==> src/ncm_consts.svh <==
// Purpose: Offsets, field positions, reset values for the node config and map block
// Assumes: Included by bare name; definitions only
// Notes:   Byte offsets in node CSR space
`ifndef NCM_CONSTS_SVH
`define NCM_CONSTS_SVH

`define NCM_CSR_AW          12
`define NCM_OFF_CFG         12'h080
`define NCM_OFF_MAP_FIRST   12'h200
`define NCM_OFF_MAP_LAST    12'h3c0
`define NCM_MAP_IDX_LSB     6
`define NCM_MAP_IDX_W       3

`define NCM_CFG_STF_BIT     31
`define NCM_CFG_NODE_RESET_REQUEST_BIT    30
`define NCM_CFG_HALT_BIT    29
`define NCM_CFG_JOIN_BIT    28
`define NCM_CFG_CORR_ERR_DETECT_ENABLE_BIT    0

`define NCM_CFG_STF_RST     1'b1
`define NCM_CFG_HALT_RST    1'b0
`define NCM_CFG_JOIN_RST    1'b0
`define NCM_CFG_CORR_ERR_DETECT_ENABLE_RST    1'b0
`define NCM_MAP_RST         32'h0000_0000

`define NCM_MADDR_W         40
`define NCM_MADDR_BASE_LSB  25
`define NCM_BASE_W          15
`define NCM_ILV_LSB         6
`define NCM_ILV_RSVD        2'h3

`endif

==> src/ncm_pkg.sv <==
// Purpose: Types shared by the node config and map block
// Assumes: Nothing beyond the consts header
// Notes:   Field layout of a map entry follows its bit positions
package ncm_pkg;

  // One memory map entry, bit 31 down to bit 0
  typedef struct packed {
    logic [14:0] baseAddr;     // Byte address bits 39:25
    logic [5:0]  zeroFill;     // Always zero
    logic [1:0]  bankCode;     // Banks 1, 2, 4, 8
    logic [3:0]  widthCode;    // Valid base bits from the top
    logic [1:0]  slot;         // Interleave position
    logic [1:0]  ilvCode;      // Interleave 1, 2, 4
    logic        present;      // Installed memory module
  } ncm_map_entry_t;

  // Stored configuration bits
  typedef struct packed {
    logic selfTestPending;
    logic haltReq;
    logic resetJoin;
    logic corrErrDetectEn;
  } ncm_cfg_t;

endpackage

==> src/ncm_cfg_reg.sv <==
// Purpose: Node configuration and status bits
// Assumes: Full 32-bit writes only
// Notes:   Node reset request is a one-cycle pulse, never stored
`include "ncm_consts.svh"
`timescale 1ns/1ps
`default_nettype none

module ncm_cfg_reg (
  input  wire logic              clk,            // Clock
  input  wire logic              arst_n,         // Async reset, active low
  input  wire logic              cfgWr,          // Write strobe for this register
  input  wire logic [31:0]       wrData,         // Write data
  input  wire logic              busResetCmd,    // Bus-wide reset command pulse
  output var  ncm_pkg::ncm_cfg_t cfg,            // Stored bits
  output logic                   nodeResetPulse  // Start of node reset sequence
);

  logic joinSet;
  logic joinClr;
  logic stfClr;

  // Write strobes decoded from the write word
  assign joinSet = cfgWr & wrData[`NCM_CFG_NODE_RESET_REQUEST_BIT];
  assign joinClr = (cfgWr & wrData[`NCM_CFG_JOIN_BIT]) | busResetCmd;
  assign stfClr  = cfgWr & wrData[`NCM_CFG_STF_BIT];

  // Stored bits; join flag set wins over clear, node reset leaves it alone
  always_ff @(posedge clk or negedge arst_n) begin
    if (!arst_n) begin
      cfg.selfTestPending <= `NCM_CFG_STF_RST;
      cfg.haltReq         <= `NCM_CFG_HALT_RST;
      cfg.resetJoin       <= `NCM_CFG_JOIN_RST;
      cfg.corrErrDetectEn <= `NCM_CFG_CORR_ERR_DETECT_ENABLE_RST;
      nodeResetPulse      <= 1'b0;
    end else begin
      cfg.selfTestPending <= cfg.selfTestPending & ~stfClr;
      cfg.haltReq         <= cfgWr ? wrData[`NCM_CFG_HALT_BIT] : cfg.haltReq;
      cfg.resetJoin       <= joinSet | (cfg.resetJoin & ~joinClr);
      cfg.corrErrDetectEn <= cfgWr ? wrData[`NCM_CFG_CORR_ERR_DETECT_ENABLE_BIT] : cfg.corrErrDetectEn;
      nodeResetPulse      <= joinSet;
    end
  end
endmodule
`default_nettype wire

==> src/ncm_addr_match.sv <==
// Purpose: Decide whether a memory address belongs to one map entry
// Assumes: Entry holds a copy of the module's own map register
// Notes:   Reserved interleave code never hits
`include "ncm_consts.svh"
`timescale 1ns/1ps
`default_nettype none

module ncm_addr_match (
  input  wire ncm_pkg::ncm_map_entry_t      entry,    // Map entry
  input  wire logic [`NCM_MADDR_W-1:0]      addr,     // Byte address
  output logic                              hit,      // Address in this module
  output logic [2:0]                        bankNum   // Bank number bits
);

  // Top widthCode bits of the base are compared
  function automatic logic [`NCM_BASE_W-1:0] base_mask(input logic [3:0] w);
    base_mask = ~(15'h7fff >> w);
  endfunction

  // Low n bits set, n from a two-bit code
  function automatic logic [2:0] low_mask(input logic [1:0] c);
    low_mask = 3'h7 >> (2'h3 - c);
  endfunction

  wire logic [`NCM_BASE_W-1:0] addrBase = addr[`NCM_MADDR_BASE_LSB +: `NCM_BASE_W];
  wire logic [`NCM_BASE_W-1:0] bMask    = base_mask(entry.widthCode);
  wire logic [2:0]             ilvFull  = low_mask(entry.ilvCode);
  wire logic [1:0]             ilvMask  = ilvFull[1:0];
  wire logic [1:0]             ilvBits  = addr[`NCM_ILV_LSB +: 2];
  wire logic [1:0]             ilvShift = (entry.ilvCode == 2'h0) ? 2'h0 : entry.ilvCode;
  wire logic [`NCM_MADDR_W-1:0] above   = addr >> (`NCM_ILV_LSB + ilvShift);
  wire logic                   baseOk   = ((addrBase ^ entry.baseAddr) & bMask) == 15'h0000;
  wire logic                   slotOk   = (entry.ilvCode == 2'h0) ||
                                          (((ilvBits ^ entry.slot) & ilvMask) == 2'h0);

  // Match needs present, base and slot
  assign hit     = entry.present && baseOk && slotOk && (entry.ilvCode != `NCM_ILV_RSVD);
  // Bank bits taken above the interleave bits
  assign bankNum = above[2:0] & (3'h7 >> (2'h3 - entry.bankCode));

endmodule
`default_nettype wire

==> src/ncm_node_config_and_memory_map.sv <==
// Purpose: Node configuration register and eight memory map registers
// Assumes: CSR accesses are full 32-bit words on the documented port
// Notes:   Lookups return one cycle after the request
// How it works
// - Self-test pending resets to one, software clears it by writing one.
// - Writing one to node reset bit enters console mode, starts reset.
// - Halt request bit forces console mode while set; resets to zero.
// - Reset-join flag sets whenever the node reset bit is written one.
// - Reset-join clears by write one, power-up or bus reset command.
// - Reset-join flag survives the node reset sequence it triggered.
// - Correctable error detection active only while bit 0 is one.
// - Eight map registers at 0x200..0x3c0, node is index low bits.
// - Map bits 31:17 hold base address bits 39:25.
// - Map bits 16:11 read zero and ignore writes.
// - Bank code 0..3 means 1,2,4,8 banks and 0..3 bank bits.
// - Width code says how many top base bits are matched.
// - Slot field names the interleave position the module serves.
// - Interleave code 0..2 means 1,2,4 modules; code 3 reserved.
// - Writes to read-only bits are acknowledged with no effect.
`include "ncm_consts.svh"
`timescale 1ns/1ps
`default_nettype none

module ncm_node_config_and_memory_map #(
  parameter int NODES = 8                               // Map entries
) (
  input  wire logic                     clk,             // Clock, 100 MHz
  input  wire logic                     arst_n,          // Async reset, active low
  input  wire logic [`NCM_CSR_AW-1:0]   csrAddr,         // CSR byte offset
  input  wire logic                     csrRd,           // Read request
  input  wire logic                     csrWr,           // Write request
  input  wire logic [31:0]              csrWrData,       // Write data
  output logic      [31:0]              csrRdData,       // Read data
  output logic                          csrAck,          // Access done pulse
  input  wire logic                     busResetCmd,     // Bus reset command pulse
  input  wire logic                     lookupValid,     // Address lookup request
  input  wire logic [`NCM_MADDR_W-1:0]  lookupAddr,      // Address to decode
  output logic                          lookupDone,      // Lookup answer pulse
  output logic                          lookupHit,       // Some node owns address
  output logic      [2:0]               lookupNode,      // Owning node
  output logic      [2:0]               lookupBank,      // Bank number
  output logic      [NODES-1:0]         nodePresent,     // Present bits of entries
  output logic                          consoleMode,     // Node in console mode
  output logic                          nodeResetStart,  // Node reset sequence start
  output logic                          selfTestPending, // Self-test not done
  output logic                          corrErrDetectEn, // Correctable error enable
  output logic                          resetJoin        // Join running system
);

  // Map storage
  ncm_pkg::ncm_map_entry_t mapReg [NODES];
  ncm_pkg::ncm_cfg_t       cfg;
  logic                    nrstPulse;

  // Address decode
  wire logic                         cfgSel  = (csrAddr == `NCM_OFF_CFG);
  wire logic                         mapSel  = (csrAddr >= `NCM_OFF_MAP_FIRST) &&
                                               (csrAddr <= `NCM_OFF_MAP_LAST) &&
                                               (csrAddr[`NCM_MAP_IDX_LSB-1:0] == 6'h00);
  wire logic [`NCM_MAP_IDX_W-1:0]    mapIdx  = csrAddr[`NCM_MAP_IDX_LSB +: `NCM_MAP_IDX_W];
  wire logic                         cfgWr   = csrWr && cfgSel;
  wire logic                         mapWr   = csrWr && mapSel;

  // Configuration bits
  ncm_cfg_reg u_cfg (
    .clk            (clk),
    .arst_n         (arst_n),
    .cfgWr          (cfgWr),
    .wrData         (csrWrData),
    .busResetCmd    (busResetCmd),
    .cfg            (cfg),
    .nodeResetPulse (nrstPulse)
  );

  // Write data cleaned of reserved bits
  function automatic ncm_pkg::ncm_map_entry_t map_clean(input logic [31:0] d);
    ncm_pkg::ncm_map_entry_t e;
    e          = d;
    e.zeroFill = 6'h00;
    return e;
  endfunction

  // Map registers, loaded by init software
  always_ff @(posedge clk or negedge arst_n) begin
    if (!arst_n) begin
      for (int i = 0; i < NODES; i++) begin
        mapReg[i] <= `NCM_MAP_RST;
      end
    end else if (mapWr) begin
      mapReg[mapIdx] <= map_clean(csrWrData);
    end
  end

  // Configuration read image; reset request reads zero
  wire logic [31:0] cfgImage = {cfg.selfTestPending, 1'b0, cfg.haltReq, cfg.resetJoin,
                                27'h0000000, cfg.corrErrDetectEn};
  // Read mux; unmapped offsets read zero
  wire logic [31:0] rdMux = cfgSel ? cfgImage :
                            mapSel ? 32'(mapReg[mapIdx]) : 32'h0000_0000;

  // Bus answer, one cycle after request
  always_ff @(posedge clk or negedge arst_n) begin
    if (!arst_n) begin
      csrAck    <= 1'b0;
      csrRdData <= 32'h0000_0000;
    end else begin
      csrAck    <= csrRd || csrWr;
      csrRdData <= csrRd ? rdMux : 32'h0000_0000;
    end
  end

  // Per-entry address match
  logic [NODES-1:0] hitVec;
  logic [2:0]       bankVec [NODES];
  for (genvar g = 0; g < NODES; g++) begin : g_match
    ncm_addr_match u_match (
      .entry   (mapReg[g]),
      .addr    (lookupAddr),
      .hit     (hitVec[g]),
      .bankNum (bankVec[g])
    );
  end

  // Lowest numbered hit wins; slot per entry
  logic [2:0] firstNode;
  logic       anyHit;
  always_comb begin
    firstNode = 3'h0;
    anyHit    = 1'b0;
    for (int i = NODES - 1; i >= 0; i--) begin
      if (hitVec[i]) begin
        firstNode = 3'(i);
        anyHit    = 1'b1;
      end
    end
  end

  // Lookup answer registers
  always_ff @(posedge clk or negedge arst_n) begin
    if (!arst_n) begin
      lookupDone <= 1'b0;
      lookupHit  <= 1'b0;
      lookupNode <= 3'h0;
      lookupBank <= 3'h0;
    end else begin
      lookupDone <= lookupValid;
      lookupHit  <= lookupValid && anyHit;
      lookupNode <= firstNode;
      lookupBank <= anyHit ? bankVec[firstNode] : 3'h0;
    end
  end

  // Present bits of all entries
  logic [NODES-1:0] presentNow;
  always_comb begin
    for (int i = 0; i < NODES; i++) begin
      presentNow[i] = mapReg[i].present;
    end
  end

  // Status outputs straight from flops
  always_ff @(posedge clk or negedge arst_n) begin
    if (!arst_n) begin
      nodePresent     <= '0;
      consoleMode     <= 1'b0;
      nodeResetStart  <= 1'b0;
      selfTestPending <= `NCM_CFG_STF_RST;
      corrErrDetectEn <= `NCM_CFG_CORR_ERR_DETECT_ENABLE_RST;
      resetJoin       <= `NCM_CFG_JOIN_RST;
    end else begin
      nodePresent     <= presentNow;
      consoleMode     <= cfg.haltReq || nrstPulse;
      nodeResetStart  <= nrstPulse;
      selfTestPending <= cfg.selfTestPending;
      corrErrDetectEn <= cfg.corrErrDetectEn;
      resetJoin       <= cfg.resetJoin;
    end
  end

endmodule
`default_nettype wire

==> config.mk <==
export PLATFORM = sky130hd
export DESIGN_NAME = ncm_node_config_and_memory_map
export DESIGN_NICKNAME = d
export VERILOG_FILES = /design/src/ncm_pkg.sv /design/src/ncm_cfg_reg.sv /design/src/ncm_addr_match.sv /design/src/ncm_node_config_and_memory_map.sv
export VERILOG_INCLUDE_DIRS = /design/src /design/src/src
export SDC_FILE = /design/constraint.sdc
export NUM_CORES = 1
export LEC_CHECK = 0
export CELL_PAD_IN_SITES_DETAIL_PLACEMENT = 1
export CELL_PAD_IN_SITES_GLOBAL_PLACEMENT = 2
export CORE_MARGIN = 2
export CORE_UTILIZATION = 50
export CTS_BUF_LIST = sky130_fd_sc_hd__clkbuf_8
export DETAILED_ROUTE_END_ITERATION = 12
export DONT_BUFFER_PORTS = 1
export GPL_TIMING_DRIVEN = 0
export HOLD_SLACK_MARGIN = 0.12
export PLACE_DENSITY = 0.84
export SYNTH_ARGS = -nofsm -noshare
export SYNTH_HDL_FRONTEND = slang
export SYNTH_HIERARCHICAL = 1
export SYNTH_SLANG_ARGS = --single-unit
export TNS_END_PERCENT = 10
==> constraint.sdc <==
create_clock -name clk -period 3.98 [get_ports clk]
set_input_delay 0.398 -clock clk [delete_from_list [all_inputs] [get_ports clk]]
set_output_delay 0.398 -clock clk [all_outputs]
set_load 0.02 [all_outputs]
==> qor.csv <==
metric,value,unit
outcome,"complete, but fails checks",
failing checks,negative hold slack,
die height,175.6,µm
final setup vio count,0,
first-pass GRT wire length,69.43,mm
Antenna diodes,0,
routed wire length on met3,2.910,mm
met1 WL,19.88,mm
critical path startpoint,mapReg[145],
FMAX,284.4,MHz
Startpoint Class,flop,
clock-pin slew on the worst setup and hold paths,0.06,ns
sum of negative setup slack,0,ns
placer congestion estimate,0.9597,
Synth Area in Compound Gates,8.729,%
R2R Path Start,mapReg[145],
simple-gate share of the synthesized area,4.921,%
CTS Buf Count,45,
Fin Hold WS,-0.4834,ns
Worst Skew,0.02016,ns
number of library cell types mapped by synthesis,62,
CP Max Fanout,10,
gr usage total,30.87,%
max_cap viols,0,
IO Port Bufs,0,
Total Routed Length,47.01,mm
CP Capture Type,flop,
Slew Limit Headroom,16.28,%
uppermost routed layer,met4,
initial drt markers,723,
yosys warns,6,
Vias per Instance,6.281,
fin crit share,88.35,%
Hold Crit Class,in -> async,
fin area,16520,µm²
clk_lat worst skew,0.59,ns
Slew @ Worst Pin,1.256,ns
"commonest non-fill, non-tap cell in the layout",dfrtp_1,
vias in the first global route,10445,
Initial Util,51.01,%
xor and xnor area share after synthesis,8.499,%
I/O pin cnt,144,
"Seq/Total Area, Yosys",44.38,%
most frequent cells in the layout,"dfrtp_1 (259), mux2_2 (187), mux4_2 (74)",
"Cell Area, Synth",14720,µm²
"Arr. time, crit path",3.93,ns
DRT Pass-1 Iters,7,
Final #Nets,1285,
met2 routed WL,22.23,mm
post-synthesis register bit count,261,
row cnt,62,
Chip Width,175.6,µm
Synth Area in Adders,0,%
RSZ-0062 raised after global routing,false,
initial antenna violation count,0,
Synth Instances,1113,
CTS Buffer Depth,3,
clock sink count,261,
Core ar.,28860,µm²
drt drc,0,
largest family of logic cells by synthesized area,multiplexers,
vias,10132,
CTS root buf,clkbuf_8,
Static Leak,7.491,nW
Placed Area,15220,µm²
Post-synth EDFFs,0,
post-DP HPWL,32.94,mm
Critical Path RT,4.39,ns
layout cells sized above 1,36.37,%
final hold violations,259,
cts hold-fix bufs,30,
Main synth FF type,dfrtp_1,
Worst VDD drop,0.0002748,V
asr flop ratio synth,100.0,%
H-Tree Depth,2,
Final ANT Viol Nets,0,
Final Max Tran Viols,0,
WL/cell,29.14,µm
largest net degree at the start of global routing,262,
Pwr Density,344.3,nW/µm²
Syn Area/Cell,13.23,µm²
number of fill cells,2916,
area grow syn2layout,12.21,%
mux cell area share after synthesis,30.30,%
grt ovf,0,
post-layout min period,3.516,ns
CTS tree,done,
Setup CP Type,reg -> reg,
die area,30830,µm²
==> registers in the layout (all words and copies together), names as in the netlist, 3 cells and up <==
signal / cells
u_cfg/cfg: 4
mapReg: 208
nodePresent: 8
lookupBank: 3
csrRdData: 26
lookupNode: 3
==> per-stage QoR <==
step | worst slack (ns) | util, % | cells | hold slack, ns | power (mW)
2_1_floorplan | 1.433 | - | 1118 | 0.1024 | 2.916
3_3_place_gp | 0.5155 | 52.74 | 1502 | 0.1097 | 3.002
3_5_place_dp | 0.5150 | 52.74 | 1502 | 0.1101 | 3.003
4_1_cts | 0.5050 | 57.24 | 1613 | -0.5054 | 5.730
5_1_grt | 0.2791 | 57.25 | 1613 | -0.5093 | 5.847
6_report | 0.4638 | 57.25 | 1613 | -0.4834 | 5.687
==> where the power goes <==
part / leakage [nW] / total, mW / switching, mW / internal (mW)
combinational: 3.32 / 0.331 / 0.186 / 0.145
sequential: 3.63 / 2.68 / 0.0161 / 2.67
clock: 0.535 / 2.67 / 1.18 / 1.49
total: 7.49 / 5.69 / 1.38 / 4.30
==> final timing paths <==
| path | to | slack, ns | depth (start not counted) |
|---|---|---|---|
| worst min-delay path | lookupNode[0] | -0.48 | 0 |
| worst min register to register | nodeResetStart | 0.37 | 0 |
| worst max register to register | lookupBank[2] | 0.46 | 10 |
| max in group asynchronous | csrRdData[8] | 3.72 | 0 |
| worst max-delay path | lookupBank[2] | 0.46 | 10 |
| min in group clk | csrRdData[28] | 0.21 | 2 |
==> critical path: stages, from the launching register on <==
cell       delay, ns
dfrtp_1         0.41
xnor2_1         0.34
o21ai_1         0.10
a22oi_1         0.19
nand3_1         0.16
a2111oi_2       0.86
a21oi_1         0.14
o21ai_0         0.18
buf_1           0.52
mux2i_1         0.29
o221ai_1        0.16
==> cells by family after synthesis <==
| logic type | after synthesis |
|---|---|
| other | 1 |
| flip-flops | 261 |
| AND/OR/NAND/NOR | 137 |
| buffers and inverters | 72 |
| AO/OA/AOI/OAI | 187 |
| multiplexers | 319 |
| XOR/XNOR | 136 |
==> cells in the mapped netlist, types with 3 or more instances <==
cell	instances	area, µm²
mux2i_1	32	320.3
a31oi_1	8	50.05
and3_1	9	56.30
o22ai_1	8	50.05
xnor2_1	64	560.5
buf_6	19	214.0
a22oi_1	14	105.1
clkbuf_1	9	33.78
o211ai_1	8	60.06
dfrtp_1	259	6481
and2_1	8	50.05
nand3_1	8	40.04
o2bb2ai_1	4	35.03
o21a_1	8	60.06
mux2_4	20	300.3
buf_4	7	52.55
o21ai_0	45	225.2
nor2b_1	3	18.77
buf_1	8	30.03
xnor2_2	8	130.1
xor2_1	64	560.5
nand2_1	12	45.04
o21ai_1	8	40.04
a211oi_1	10	75.07
nand4_1	8	50.05
mux2_2	187	2106
nor4_1	4	25.02
a2111oi_2	8	120.1
mux2_1	6	67.56
o221ai_1	11	96.34
inv_2	8	30.03
a21oi_1	27	135.1
mux4_2	74	1667
or2_2	3	18.77
o31ai_1	8	60.06
o41ai_1	8	70.07
buf_2	19	95.09
nand2b_1	3	18.77
a21oi_2	8	70.07
nor2_1	60	225.2
==> layer usage <==
layer	track usage, %	vias up
met5	0	-
met4	12.33	0
met3	5.671	103
met2	49.46	372
met1	41.90	5299
li1	-	4358
==> layout make-up <==
cell class,count,area (µm²),area share [%]
plain buffers,62,426.7,2.583
clock inverters,17,116.4,0.7044
repair buffers,30,300.3,1.818
flip-flops and latches,261,6534,39.55
well taps,384,480.5,2.908
clock buffers,64,880.8,5.332
inverters,10,37.54,0.2272
multi-input cells,785,7744,46.88
==> timing repair <==
| item | CTS | global route |
|---|---|---|
| gates resized for setup | 0 | 0 |
| buffers inserted | 0 | 0 |
| hold endpoints to repair | 477 | 261 |
| setup endpoints to repair | 0 | 0 |
Note: power is estimated with default switching activity, not from simulation.
